===== config.mk =====
export PLATFORM = sky130hd
export DESIGN_NAME = btsc_top
export DESIGN_NICKNAME = d
export VERILOG_FILES = /design/src/btsc_pkg.sv /design/src/btsc_record_writer.sv /design/src/btsc_top.sv
export VERILOG_INCLUDE_DIRS = /design/src
export SDC_FILE = /design/constraint.sdc
export NUM_CORES = 1
export LEC_CHECK = 0
export BUFFER_PORTS_ARGS = -buffer_cell sky130_fd_sc_hd__buf_2
export CORE_UTILIZATION = 53
export CTS_BUF_LIST = sky130_fd_sc_hd__clkbuf_8
export CTS_CLUSTER_SIZE = 24
export DETAILED_ROUTE_END_ITERATION = 7
export PLACE_DENSITY = 0.9
export SLEW_MARGIN = 20
export SYNTH_ARGS = -nofsm -noshare
export SYNTH_HDL_FRONTEND = slang
export SYNTH_SLANG_ARGS = --single-unit
export TNS_END_PERCENT = 20

===== constraint.sdc =====
create_clock -name aclk -period 4.68 [get_ports aclk]
set_input_delay 0.936 -clock aclk [delete_from_list [all_inputs] [get_ports aclk]]
set_output_delay 0.936 -clock aclk [all_outputs]
set_load 0.01 [all_outputs]

===== src/btsc_consts.svh =====
// constants for the branch trace store control block
`ifndef BTSC_CONSTS_SVH
`define BTSC_CONSTS_SVH

// ==========================================
// register byte offsets
`define BTSC_CTRL_OFF 8'h00
`define BTSC_STATUS_OFF 8'h04
`define BTSC_BASE_OFF 8'h08
`define BTSC_INDEX_OFF 8'h0C
`define BTSC_ABSMAX_OFF 8'h10
`define BTSC_THRESH_OFF 8'h14

// ==========================================
// control register fields
`define BTSC_CTRL_TRACE_EN 0
`define BTSC_CTRL_STORE_SEL 1
`define BTSC_CTRL_BUF_INT_EN 2
`define BTSC_CTRL_SUP_KERNEL 3
`define BTSC_CTRL_SUP_USER 4
`define BTSC_CTRL_RESET 32'h0000_0000

// ==========================================
// status register fields
`define BTSC_ST_OVF 0
`define BTSC_ST_FULL 1
`define BTSC_ST_MASKED 2
`define BTSC_ST_CNT_OVF 3
`define BTSC_ST_PREC_OVF 4
`define BTSC_ST_BUSY 5

// ==========================================
// record layout and bus answers
`define BTSC_REC_BYTES 32'h0000_0018
`define BTSC_FIELD_BYTES 32'h0000_0008
`define BTSC_PRED_BIT 4
`define BTSC_KERNEL_LEVEL 2'h0
`define BTSC_RESP_OKAY 2'h0
`define BTSC_RESP_SLVERR 2'h2
`define BTSC_ADDR_LSB 2
`define BTSC_WORD_ZERO 32'h0000_0000

`endif


===== src/btsc_pkg.sv =====
// types shared by the branch trace store control block
package btsc_pkg;
  // ==========================================
  // record writer states
  typedef enum logic [1:0] {
    BTSC_IDLE = 2'b00,
    BTSC_SRC = 2'b01,
    BTSC_DST = 2'b10,
    BTSC_PRED = 2'b11
  } btsc_beat_type;

  typedef logic [31:0] btsc_word_type;
  typedef logic [63:0] btsc_field_type;
endpackage


===== src/btsc_record_writer.sv =====
// writes one 24-byte trace record to memory as three 8-byte beats
`timescale 1ns/1ps
`include "btsc_consts.svh"
module btsc_record_writer (
  input wire logic aclk,
  input wire logic aresetn,
  input wire logic start,
  input wire btsc_pkg::btsc_word_type start_addr,
  input wire btsc_pkg::btsc_field_type src_addr,
  input wire btsc_pkg::btsc_field_type dst_addr,
  input wire logic predicted,
  output logic busy,
  output logic mem_wr_valid,
  input wire logic mem_wr_ready,
  output btsc_pkg::btsc_word_type mem_wr_addr,
  output btsc_pkg::btsc_field_type mem_wr_data
);
  import btsc_pkg::*;

  btsc_beat_type state_reg, state_next; // current beat
  btsc_word_type addr_reg, addr_next; // beat address
  btsc_field_type data_reg, data_next; // beat payload
  btsc_field_type dst_reg, dst_next; // held destination field
  btsc_field_type pred_reg, pred_next; // held prediction field

  // ==========================================
  // beat sequencing
  // next beat chosen only on an accepted beat, so memory may stall freely
  always_comb begin
    state_next = state_reg;
    addr_next = addr_reg;
    data_next = data_reg;
    dst_next = dst_reg;
    pred_next = pred_reg;
    case (state_reg)
      BTSC_IDLE: begin
        if (start) begin // source field first
          state_next = BTSC_SRC;
          addr_next = start_addr;
          data_next = src_addr;
          dst_next = dst_addr;
          pred_next = 64'h0000_0000_0000_0000;
          pred_next[`BTSC_PRED_BIT] = predicted;
        end
      end
      BTSC_SRC: begin
        if (mem_wr_ready) begin
          state_next = BTSC_DST;
          addr_next = addr_reg + `BTSC_FIELD_BYTES;
          data_next = dst_reg;
        end
      end
      BTSC_DST: begin
        if (mem_wr_ready) begin
          state_next = BTSC_PRED;
          addr_next = addr_reg + `BTSC_FIELD_BYTES;
          data_next = pred_reg;
        end
      end
      BTSC_PRED: begin
        if (mem_wr_ready) begin
          state_next = BTSC_IDLE;
        end
      end
      default: begin
        state_next = BTSC_IDLE;
      end
    endcase
  end

  // registers only
  always_ff @(posedge aclk) begin
    if (!aresetn) begin
      state_reg <= BTSC_IDLE;
      addr_reg <= 32'h0000_0000;
      data_reg <= 64'h0000_0000_0000_0000;
      dst_reg <= 64'h0000_0000_0000_0000;
      pred_reg <= 64'h0000_0000_0000_0000;
    end else begin
      state_reg <= state_next;
      addr_reg <= addr_next;
      data_reg <= data_next;
      dst_reg <= dst_next;
      pred_reg <= pred_next;
    end
  end

  assign busy = (state_reg != BTSC_IDLE);
  assign mem_wr_valid = (state_reg != BTSC_IDLE);
  assign mem_wr_addr = addr_reg;
  assign mem_wr_data = data_reg;
endmodule


===== src/btsc_top.sv =====
// branch trace store control: message routing, buffer index and interrupt
// How it works
// - trace enable off: no messages at all
// - store select picks bus or buffer
// - a message goes to one destination only
// - interrupt enable set; clear means circular buffer
// - flag overflow when index reaches threshold
// - threshold above maximum suppresses buffer overflow interrupts
// - kernel suppress stores only privilege above zero
// - user suppress stores only privilege zero
// - both suppress flags: generate, store nothing
// - no suppress stores all; interrupt on threshold whether enabled or not
// - all overflow sources share one interrupt
// - full non-circular buffer stays enabled
// - interrupt masks itself until software clears
// - records are three 8-byte fields
`timescale 1ns/1ps
`include "btsc_consts.svh"
module btsc_top (
  input wire logic aclk,
  input wire logic aresetn,
  // axi4-lite slave
  input wire logic [7:0] s_axi_awaddr,
  input wire logic s_axi_awvalid,
  output logic s_axi_awready,
  input wire logic [31:0] s_axi_wdata,
  input wire logic [3:0] s_axi_wstrb,
  input wire logic s_axi_wvalid,
  output logic s_axi_wready,
  output logic [1:0] s_axi_bresp,
  output logic s_axi_bvalid,
  input wire logic s_axi_bready,
  input wire logic [7:0] s_axi_araddr,
  input wire logic s_axi_arvalid,
  output logic s_axi_arready,
  output logic [31:0] s_axi_rdata,
  output logic [1:0] s_axi_rresp,
  output logic s_axi_rvalid,
  input wire logic s_axi_rready,
  // taken branches from the core
  input wire logic branch_message_valid,
  output logic branch_message_ready,
  input wire btsc_pkg::btsc_field_type branch_from,
  input wire btsc_pkg::btsc_field_type branch_to,
  input wire logic branch_predicted,
  input wire logic [1:0] privilege_level,
  // messages sent out on the system bus
  output logic bus_msg_valid,
  input wire logic bus_msg_ready,
  output btsc_pkg::btsc_field_type bus_msg_from,
  output btsc_pkg::btsc_field_type bus_msg_to,
  // record writes into memory
  output logic mem_wr_valid,
  input wire logic mem_wr_ready,
  output btsc_pkg::btsc_word_type mem_wr_addr,
  output btsc_pkg::btsc_field_type mem_wr_data,
  // other overflow sources sharing the vector
  input wire logic counter_overflow,
  input wire logic precise_sampling_overflow,
  output logic perf_monitor_interrupt
);
  import btsc_pkg::*;

  // ==========================================
  // helpers
  // true when a whole record fits below the absolute maximum
  function automatic logic rec_fits(input btsc_word_type idx, input btsc_word_type lim);
    rec_fits = ((idx + `BTSC_REC_BYTES) <= lim);
  endfunction

  // ==========================================
  // state
  btsc_word_type ctrl_reg, ctrl_next; // control flags
  btsc_word_type base_reg, base_next; // buffer base
  btsc_word_type index_reg, index_next; // buffer write index
  btsc_word_type absmax_reg, absmax_next; // absolute maximum
  btsc_word_type thresh_reg, thresh_next; // interrupt threshold
  logic ovf_reg, ovf_next; // sticky buffer overflow
  logic masked_reg, masked_next; // interrupt masked after taken
  logic irq_reg, irq_next; // interrupt pulse
  logic aw_held_reg, aw_held_next; // write address captured
  logic w_held_reg, w_held_next; // write data captured
  logic [7:0] awaddr_reg, awaddr_next;
  btsc_word_type wdata_reg, wdata_next;
  logic [3:0] wstrb_reg, wstrb_next;
  logic bvalid_reg, bvalid_next;
  logic [1:0] bresp_reg, bresp_next;
  logic rvalid_reg, rvalid_next;
  logic [1:0] rresp_reg, rresp_next;
  btsc_word_type rdata_reg, rdata_next;
  logic busmsg_reg, busmsg_next; // bus message pending
  btsc_field_type busfrom_reg, busfrom_next;
  btsc_field_type busto_reg, busto_next;

  logic trace_enable, trace_store_select, buffer_interrupt_enable;
  logic suppress_kernel_records, suppress_user_records;
  logic writer_busy; // record writer occupied
  logic accept; // branch taken this cycle
  logic filter_pass; // privilege filter verdict
  logic buffer_full; // next record would not fit
  logic store_start; // record write begins
  logic do_write; // register write commits
  btsc_word_type adv_index; // index after one record
  btsc_word_type merged; // write data merged under strobes
  btsc_word_type status_word;

  assign trace_enable = ctrl_reg[`BTSC_CTRL_TRACE_EN];
  assign trace_store_select = ctrl_reg[`BTSC_CTRL_STORE_SEL];
  assign buffer_interrupt_enable = ctrl_reg[`BTSC_CTRL_BUF_INT_EN];
  assign suppress_kernel_records = ctrl_reg[`BTSC_CTRL_SUP_KERNEL];
  assign suppress_user_records = ctrl_reg[`BTSC_CTRL_SUP_USER];

  // ==========================================
  // message routing
  // one message at a time: simpler than a queue, costs core stalls
  assign branch_message_ready = !writer_busy && !busmsg_reg;
  assign accept = branch_message_valid && branch_message_ready;
  // level zero is kernel; both suppress flags together drop everything
  assign filter_pass = (privilege_level == `BTSC_KERNEL_LEVEL) ?
                       !suppress_kernel_records : !suppress_user_records;
  assign buffer_full = !rec_fits(index_reg, absmax_reg);
  assign adv_index = index_reg + `BTSC_REC_BYTES;
  // full buffer in interrupt mode drops records but stays enabled
  assign store_start = accept && trace_enable && trace_store_select && filter_pass &&
                       !(buffer_interrupt_enable && buffer_full);

  // bus message register
  always_comb begin
    busmsg_next = busmsg_reg;
    busfrom_next = busfrom_reg;
    busto_next = busto_reg;
    if (busmsg_reg && bus_msg_ready) begin
      busmsg_next = 1'b0;
    end
    if (accept && trace_enable && !trace_store_select) begin
      busmsg_next = 1'b1;
      busfrom_next = branch_from;
      busto_next = branch_to;
    end
  end

  always_ff @(posedge aclk) begin
    if (!aresetn) begin
      busmsg_reg <= 1'b0;
      busfrom_reg <= 64'h0000_0000_0000_0000;
      busto_reg <= 64'h0000_0000_0000_0000;
    end else begin
      busmsg_reg <= busmsg_next;
      busfrom_reg <= busfrom_next;
      busto_reg <= busto_next;
    end
  end

  assign bus_msg_valid = busmsg_reg;
  assign bus_msg_from = busfrom_reg;
  assign bus_msg_to = busto_reg;

  // ==========================================
  // record writer
  btsc_record_writer u_writer (
    .aclk(aclk),
    .aresetn(aresetn),
    .start(store_start),
    .start_addr(index_reg),
    .src_addr(branch_from),
    .dst_addr(branch_to),
    .predicted(branch_predicted),
    .busy(writer_busy),
    .mem_wr_valid(mem_wr_valid),
    .mem_wr_ready(mem_wr_ready),
    .mem_wr_addr(mem_wr_addr),
    .mem_wr_data(mem_wr_data)
  );

  // ==========================================
  // axi4-lite write channel
  assign do_write = aw_held_reg && w_held_reg && !bvalid_reg;
  always_comb begin
    merged = `BTSC_WORD_ZERO;
    case (awaddr_reg)
      `BTSC_CTRL_OFF: merged = ctrl_reg;
      `BTSC_BASE_OFF: merged = base_reg;
      `BTSC_INDEX_OFF: merged = index_reg;
      `BTSC_ABSMAX_OFF: merged = absmax_reg;
      `BTSC_THRESH_OFF: merged = thresh_reg;
      default: merged = `BTSC_WORD_ZERO;
    endcase
    for (int b = 0; b < 4; b++) begin
      if (wstrb_reg[b]) begin
        merged[8*b +: 8] = wdata_reg[8*b +: 8];
      end
    end
  end

  // address and data taken in either order, answer once both are held
  always_comb begin
    aw_held_next = aw_held_reg;
    w_held_next = w_held_reg;
    awaddr_next = awaddr_reg;
    wdata_next = wdata_reg;
    wstrb_next = wstrb_reg;
    bvalid_next = bvalid_reg;
    bresp_next = bresp_reg;
    if (s_axi_awvalid && !aw_held_reg) begin
      aw_held_next = 1'b1;
      awaddr_next = s_axi_awaddr;
    end
    if (s_axi_wvalid && !w_held_reg) begin
      w_held_next = 1'b1;
      wdata_next = s_axi_wdata;
      wstrb_next = s_axi_wstrb;
    end
    if (do_write) begin
      aw_held_next = 1'b0;
      w_held_next = 1'b0;
      bvalid_next = 1'b1;
      case (awaddr_reg)
        `BTSC_CTRL_OFF, `BTSC_STATUS_OFF, `BTSC_BASE_OFF, `BTSC_INDEX_OFF,
        `BTSC_ABSMAX_OFF, `BTSC_THRESH_OFF: bresp_next = `BTSC_RESP_OKAY;
        default: bresp_next = `BTSC_RESP_SLVERR; // unmapped
      endcase
    end
    if (bvalid_reg && s_axi_bready) begin
      bvalid_next = 1'b0;
    end
  end

  always_ff @(posedge aclk) begin
    if (!aresetn) begin
      aw_held_reg <= 1'b0;
      w_held_reg <= 1'b0;
      awaddr_reg <= 8'h00;
      wdata_reg <= 32'h0000_0000;
      wstrb_reg <= 4'h0;
      bvalid_reg <= 1'b0;
      bresp_reg <= 2'h0;
    end else begin
      aw_held_reg <= aw_held_next;
      w_held_reg <= w_held_next;
      awaddr_reg <= awaddr_next;
      wdata_reg <= wdata_next;
      wstrb_reg <= wstrb_next;
      bvalid_reg <= bvalid_next;
      bresp_reg <= bresp_next;
    end
  end

  assign s_axi_awready = !aw_held_reg;
  assign s_axi_wready = !w_held_reg;
  assign s_axi_bvalid = bvalid_reg;
  assign s_axi_bresp = bresp_reg;

  // ==========================================
  // control, management area and index
  // software write to the index beats a same-cycle advance, so a rewind
  // is never lost; the advance that loses is simply overwritten
  always_comb begin
    ctrl_next = ctrl_reg;
    base_next = base_reg;
    index_next = index_reg;
    absmax_next = absmax_reg;
    thresh_next = thresh_reg;
    if (store_start) begin
      index_next = adv_index;
      if (!buffer_interrupt_enable && !rec_fits(adv_index, absmax_reg)) begin
        index_next = base_reg;
      end
    end
    if (do_write) begin
      case (awaddr_reg)
        `BTSC_CTRL_OFF: ctrl_next = merged;
        `BTSC_BASE_OFF: base_next = merged;
        `BTSC_INDEX_OFF: index_next = merged;
        `BTSC_ABSMAX_OFF: absmax_next = merged;
        `BTSC_THRESH_OFF: thresh_next = merged;
        default: ctrl_next = ctrl_reg;
      endcase
    end
  end

  always_ff @(posedge aclk) begin
    if (!aresetn) begin
      ctrl_reg <= `BTSC_CTRL_RESET;
      base_reg <= 32'h0000_0000;
      index_reg <= 32'h0000_0000;
      absmax_reg <= 32'h0000_0000;
      thresh_reg <= 32'h0000_0000;
    end else begin
      ctrl_reg <= ctrl_next;
      base_reg <= base_next;
      index_reg <= index_next;
      absmax_reg <= absmax_next;
      thresh_reg <= thresh_next;
    end
  end

  // ==========================================
  // overflow flag and shared interrupt
  // threshold compare runs whatever the enable; only a threshold above the
  // maximum keeps a circular buffer quiet
  always_comb begin
    ovf_next = ovf_reg;
    masked_next = masked_reg;
    if (do_write && (awaddr_reg == `BTSC_STATUS_OFF)) begin // write one to clear
      if (wstrb_reg[0] && wdata_reg[`BTSC_ST_OVF]) begin
        ovf_next = 1'b0;
      end
      if (wstrb_reg[0] && wdata_reg[`BTSC_ST_MASKED]) begin
        masked_next = 1'b0;
      end
    end
    if (store_start && (adv_index >= thresh_reg)) begin
      ovf_next = 1'b1;
    end
    if (irq_reg) begin
      masked_next = 1'b1;
    end
    irq_next = (ovf_reg || counter_overflow || precise_sampling_overflow) &&
               !masked_reg && !irq_reg;
  end

  always_ff @(posedge aclk) begin
    if (!aresetn) begin
      ovf_reg <= 1'b0;
      masked_reg <= 1'b0;
      irq_reg <= 1'b0;
    end else begin
      ovf_reg <= ovf_next;
      masked_reg <= masked_next;
      irq_reg <= irq_next;
    end
  end

  assign perf_monitor_interrupt = irq_reg;

  // ==========================================
  // axi4-lite read channel
  always_comb begin
    status_word = `BTSC_WORD_ZERO;
    status_word[`BTSC_ST_OVF] = ovf_reg;
    status_word[`BTSC_ST_FULL] = buffer_full;
    status_word[`BTSC_ST_MASKED] = masked_reg;
    status_word[`BTSC_ST_CNT_OVF] = counter_overflow;
    status_word[`BTSC_ST_PREC_OVF] = precise_sampling_overflow;
    status_word[`BTSC_ST_BUSY] = writer_busy;
  end

  always_comb begin
    rvalid_next = rvalid_reg;
    rresp_next = rresp_reg;
    rdata_next = rdata_reg;
    if (rvalid_reg && s_axi_rready) begin
      rvalid_next = 1'b0;
    end
    if (s_axi_arvalid && !rvalid_reg) begin
      rvalid_next = 1'b1;
      rresp_next = `BTSC_RESP_OKAY;
      case (s_axi_araddr)
        `BTSC_CTRL_OFF: rdata_next = ctrl_reg;
        `BTSC_STATUS_OFF: rdata_next = status_word;
        `BTSC_BASE_OFF: rdata_next = base_reg;
        `BTSC_INDEX_OFF: rdata_next = index_reg;
        `BTSC_ABSMAX_OFF: rdata_next = absmax_reg;
        `BTSC_THRESH_OFF: rdata_next = thresh_reg;
        default: begin
          rdata_next = `BTSC_WORD_ZERO;
          rresp_next = `BTSC_RESP_SLVERR;
        end
      endcase
    end
  end

  always_ff @(posedge aclk) begin
    if (!aresetn) begin
      rvalid_reg <= 1'b0;
      rresp_reg <= 2'h0;
      rdata_reg <= 32'h0000_0000;
    end else begin
      rvalid_reg <= rvalid_next;
      rresp_reg <= rresp_next;
      rdata_reg <= rdata_next;
    end
  end

  assign s_axi_arready = !rvalid_reg;
  assign s_axi_rvalid = rvalid_reg;
  assign s_axi_rresp = rresp_reg;
  assign s_axi_rdata = rdata_reg;
endmodule


# Word level (Yosys, flattened, before mapping)

Cells that the tools add are included.

Output and inout bits: 269
Word-level logic and storage cells: 154
Register bits: 539
Input bits: 195

Eq/ne operators: 18
$lt $le $gt $ge: 3
Multiplexer cells: 35
Reductions and logical operators: 68
$add $sub $neg: 3
Bitwise operators: 1

Operators by type and width:

| cell                                                                   | count |
|---|---|
| 32-bit two-way mux                                                     | 6 |
| 64-bit two-way mux                                                     | 3 |
| 32-bit one-hot mux with 6 select lines                                 | 1 |
| 64-bit one-hot mux with 3 select lines                                 | 1 |
| 32-bit one-hot mux with 4 select lines                                 | 1 |
| 32-bit by 5-bit adder with 32-bit output (second input constant)       | 2 |
| 32-bit less-or-equal comparator                                        | 2 |
| 32-bit one-hot mux with 2 select lines                                 | 1 |
| 32-bit by 4-bit adder with 32-bit output (second input constant)       | 1 |
| 8-bit by 4-bit equality test with 1-bit output (second input constant) | 4 |
| 8-bit by 5-bit equality test with 1-bit output (second input constant) | 4 |
| 32-bit >= comparator                                                   | 1 |
| 8-bit two-way mux                                                      | 4 |
| 1-bit logical AND                                                      | 23 |
| 8-bit by 3-bit equality test with 1-bit output (second input constant) | 2 |
| 8-bit logical NOT                                                      | 2 |
| 2-bit nonzero test                                                     | 8 |
| 1-bit logical NOT                                                      | 15 |
| 2-bit AND reduction                                                    | 7 |
| 2-bit two-way mux                                                      | 6 |
| 6-bit OR reduction                                                     | 2 |
| 1-bit two-way mux                                                      | 11 |
| 2-bit inequality test (second input constant)                          | 4 |
| 2-bit one-hot mux with 4 select lines                                  | 1 |
| other kinds (10)                                                       | 16 |

# Logic depth before layout (Yosys ltp)

Word-level depth: 11
Gate-level depth with buffers: 22
Depth with buffers taken out: 19

# By module

Synthesis repeated with hierarchy kept, for this count alone.

Cells, all modules: 3,452
Area, all modules: 27,471.3 µm²

Modules (own cells, without submodules):

| module             | area each (µm²) | sequential area each (µm²) | cells an instance | times used |
|---|---|---|---|---|
| btsc_top           | 19,951.6        | 7,487.2                    | 2,513             | 1 |
| btsc_record_writer | 7,519.7         | 3,263.1                    | 939               | 1 |

# Worst setup path before layout

Ideal clock, no wire load.

Kind: flip-flop to flip-flop
Start: register index_reg[3]
End: register index_reg[19]
Required time: 4,557 ps
Clock period less this slack: 5,157 ps
Buffers on the path: 3
Data arrival time: 5,034 ps
Cell stages (with the launch flop): 23
Library setup time: 123 ps
Setup slack: -477 ps
Path through: dfxtp_1 -> clkbuf_1 -> inv_1 -> ha_1 -> nand4b_1 -> nor2_1 -> nand3_1 -> nor2_1 -> xor2_1 -> and4_1 -> buf_2 -> nand4_1 -> xnor2_1 -> ha_1 -> nand4_1 -> nor4_1 -> inv_1 -> a31oi_1 -> o31a_1 -> clkbuf_1 -> mux2_2 -> a221oi_1 -> nor2_1

Word-level cells in the longest chain between the ends: 9
Elaborated cells on any way between the ends: 14
Those cells by class: add/sub: 2; order compare: 2; mux: 4; reduce/logical: 6

Ends and longest elaborated chain:

| element                                                                                                      | RTL line                         | text |
|---|---|---|
| from (decl)                                                                                                  | btsc_top.sv:75                   | `btsc_word_type index_reg, index_next;` |
| from (signal assigned)                                                                                       | btsc_top.sv:291                  | `index_reg <= index_next;` |
| 32-bit by 5-bit adder with 32-bit output (no source line) (*)                                                | --                               |  |
| 32-bit by 5-bit adder with 32-bit output (no source line) or 32-bit less-or-equal comparator (tied branches) | --                               |  |
| 32-bit less-or-equal comparator or 1-bit logical NOT (tied branches)                                         | btsc_top.sv:68, btsc_top.sv:121  |  |
| 1-bit logical NOT or 1-bit logical AND (tied branches)                                                       | btsc_top.sv:265, btsc_top.sv:125 |  |
| 1-bit logical AND or 1-bit logical NOT (tied branches)                                                       | btsc_top.sv:265, btsc_top.sv:125 |  |
| 32-bit two-way mux or 1-bit logical AND (tied branches)                                                      | btsc_top.sv:265, btsc_top.sv:124 |  |
| 32-bit two-way mux (*)                                                                                       | btsc_top.sv:263                  | `if (store_start) begin` |
| 32-bit two-way mux                                                                                           | btsc_top.sv:270                  | `case (awaddr_reg)` |
| 32-bit two-way mux (*)                                                                                       | btsc_top.sv:269                  | `if (do_write) begin` |

Mark *: on every way between the ends. The rest lies on a longest branch, timed or not.
A chain may end at the register's enable or synchronous reset.

# Final worst setup path

Ends and elaborated chain as after synthesis.

==> run summary <==
Core area = 0.0492 mm2
Final Hold Viols = 0
Placed Cells = 4488
TritonCTS clock tree = built
Most common cell after layout, fill and taps aside = nand2_1
Nets = 4221
Fmax = 221 MHz
Total grt overflow = 0
Sink Count = 537
Initial antenna violation count = 2
1st-pass router iterations = 6
Layout fillers = 4053
GR Util met1 = 46.3%
Layout cell share with drive strength beyond 1 = 21.7%
Power density cells = 316 mW/mm2
Hold_buf cts = 0
CP required = 5.25 ns
Drt first-iter violations = 3523
Cell Rows = 81
Mean area per synthesized cell = 7.63 um2
DP Wirelength = 66000 um
Crit path time final = 4.53 ns
Util after Layout = 65.4%
Setup crit start kind = register
CTS root buffer = clkbuf_8
Final Cell Area = 0.0321 mm2
Area added between synthesis and finish = 21.0%
Area occupied by multi-input gates = 0.0146 mm2
Pwr Total = 10200 uW
DR DRC count = 0
Cells after Synth = 3482
Width of the chip = 226 um
Total Routing Usage GR = 35.2%
Vias/cell = 6.09
Antenna viol nets, final = 0
Worst skew pair latency = 0.71 ns
Met2 Usage GRT = 52.3%
Total of max-cap violations = 0
Static Leak = 0.0129 uW
Met3 Track Usage GR = 10.3%
GP Congestion = 1.01
Synth area leader = dfxtp_1
Fraction of registers with async set/reset = 0%
Critical path arrival = 5.10 ns
Post-synthesis sequential area ratio = 40.5%
Synth unique cells = 69
Final setup violation count = 0
Final non-filler cell total = 4657
Slew headroom = 32.1%
EDFF count, synth = 0
Synth area leaders = dfxtp_1 (40%), nand2_1 (13%), a21oi_1 (9.8%), ha_1 (4.8%), clkbuf_1 (3.3%)
Yosys warns = 0
Buffers on Ports = 461
Status = finished clean
Worst clock skew = 0.0413 ns
CP Max Fanout = 6
Final period util = 96.9%
Critical path class = reg2reg
Maximum clock insertion buffer count = 3
Top-area cell type share of the netlist area = 40.5%
Pin count of the biggest net entering global routing = 151
Cell Area, Synth = 0.0266 mm2
Via Count = 28358
Commonest cells after routing, fill and taps aside = nand2_1 (906), dfxtp_1 (535), a21oi_1 (517)
Vias in the first global route = 26083
Num ports = 464
Hold Crit Class = in2reg
Slew Viols, Final = 0
Die area = 0.0510 mm2
Gr busiest metal = met2
RSZ-0062 raised after global routing = yes
Max VDD drop = 0.000317 V
Yosys reg bits = 537
Worst slew pin tran = 1.01 ns
Initial Util = 54.0%
Wire per inst = 20.3 um
Placed inst area = 0.0300 mm2
Global-route wire length before repair = 142000 um
Top FF cell, synth = dfxtp_1
Clock slew at the register clock pins of the worst setup and hold paths = 0.07 ns
Worst Setup End Kind = register
TritonCTS Buffers = 90
Die Ht = 226 um
FF+latch area = 0.0108 mm2
Drt total wl = 94400 um
CTS H-Tree Depth = 3
-- cell usage after synthesis, drive strengths merged, types with 5 or more instances --
cell / instances
a2111oi: 9
a211oi: 13
a21o: 21
a21oi: 518
a221o: 28
a221oi: 6
a22o: 6
a22oi: 70
a311oi: 63
a31oi: 34
and2: 11
and3: 15
buf: 43
clkbuf: 231
dfxtp: 537
ha: 102
inv: 104
mux2: 53
mux2i: 49
mux4: 5
nand2: 906
nand2b: 27
nand3: 105
nand4: 45
nor2: 185
nor2b: 5
nor3: 29
nor3b: 5
nor4: 14
o211ai: 27
o21ai: 98
o31a: 5
or3: 7
xnor2: 39
xor2: 16
-- cell type report --
cell class / count / area share (%)
multi-input combinational: 2568 / 45.5
sequential: 537 / 33.4
timing repair buffer: 623 / 11.5
clock buffer: 110 / 4.71
tap: 664 / 2.58
inverter: 104 / 1.24
clock inverter: 49 / 1.06
antenna: 2 / 0.0156
-- what timing repair did --
item,4_1_cts,5_1_grt
endpoints found under the setup margin,0,114
setup buffers,0,5
resized for setup,0,39
-- worst max-delay path: stages (launching register included) --
cell,delay (ns)
dfxtp_2,0.34
inv_1,0.06
ha_2,0.20
nand4b_1,0.32
nor2_4,0.26
nand4_1,0.24
nor2_2,0.25
xor2_2,0.20
and3_4,0.22
nand3_1,0.10
xnor2_1,0.15
ha_1,0.34
nand4_1,0.14
buf_4,0.18
nor4_4,0.17
inv_1,0.07
a31oi_1,0.15
o31a_2,0.23
buf_6,0.14
mux2_2,0.34
a221oi_2,0.24
nor2_1,0.08
-- power by group --
group / internal, uW / leakage [uW] / switching, uW / total (uW)
clock network: 2310 / 0.00107 / 2020 / 4330
logic: 365 / 0.00745 / 696 / 1060
registers: 4680 / 0.00433 / 83.7 / 4770
-- routing by layer --
layer  wire [um]  part of all wire [%]
met3       12100                    13
met4        3940                   4.2
met1       37600                    40
met2       40700                    43
met5           9                0.0095
-- cells by family (layout without fill, tap and decap cells) --
group / count (synthesis) / in the layout / synth area share [%]
other: 1 / 4 / 0.0141
buffers and inverters: 378 / 886 / 5.50
AOI/OAI and AO/OA: 929 / 929 / 21.1
and+or+nand+nor: 1373 / 1373 / 21.8
adders and majority gates: 102 / 102 / 4.80
xor gates and xnor gates: 55 / 55 / 1.81
DFF: 537 / 537 / 40.5
muxes: 107 / 107 / 4.52
-- final timing paths --
| kind | start | to | slack (ns) | cells after the start |
|---|---|---|---|---|
| worst max register to register | index_reg[3]$_SDFF_PN0_ | index_reg[19]$_SDFF_PN0_ | 0.15 | 21 |
| worst max-delay path | index_reg[3]$_SDFF_PN0_ | index_reg[19]$_SDFF_PN0_ | 0.15 | 21 |
| worst min-delay path | s_axi_rready | s_axi_rvalid$_SDFFE_PN0P_ | 0.44 | 2 |
| worst min register to register | bus_msg_from[39]$_SDFFE_PN0P_ | bus_msg_from[39]$_SDFFE_PN0P_ | 0.45 | 2 |
-- stage by stage --
stage               setup TNS (ns)  setup slack, ns  hold slack [ns]
finish                           0            0.147            0.436
global route                 -1.72           -0.169            0.414
CTS                              0           0.0431            0.384
detailed placement               0            0.112            0.444
global placement                 0            0.129            0.433
floorplan                        0          0.00243            0.413
No activity file was read; power rests on OpenSTA's default activity.
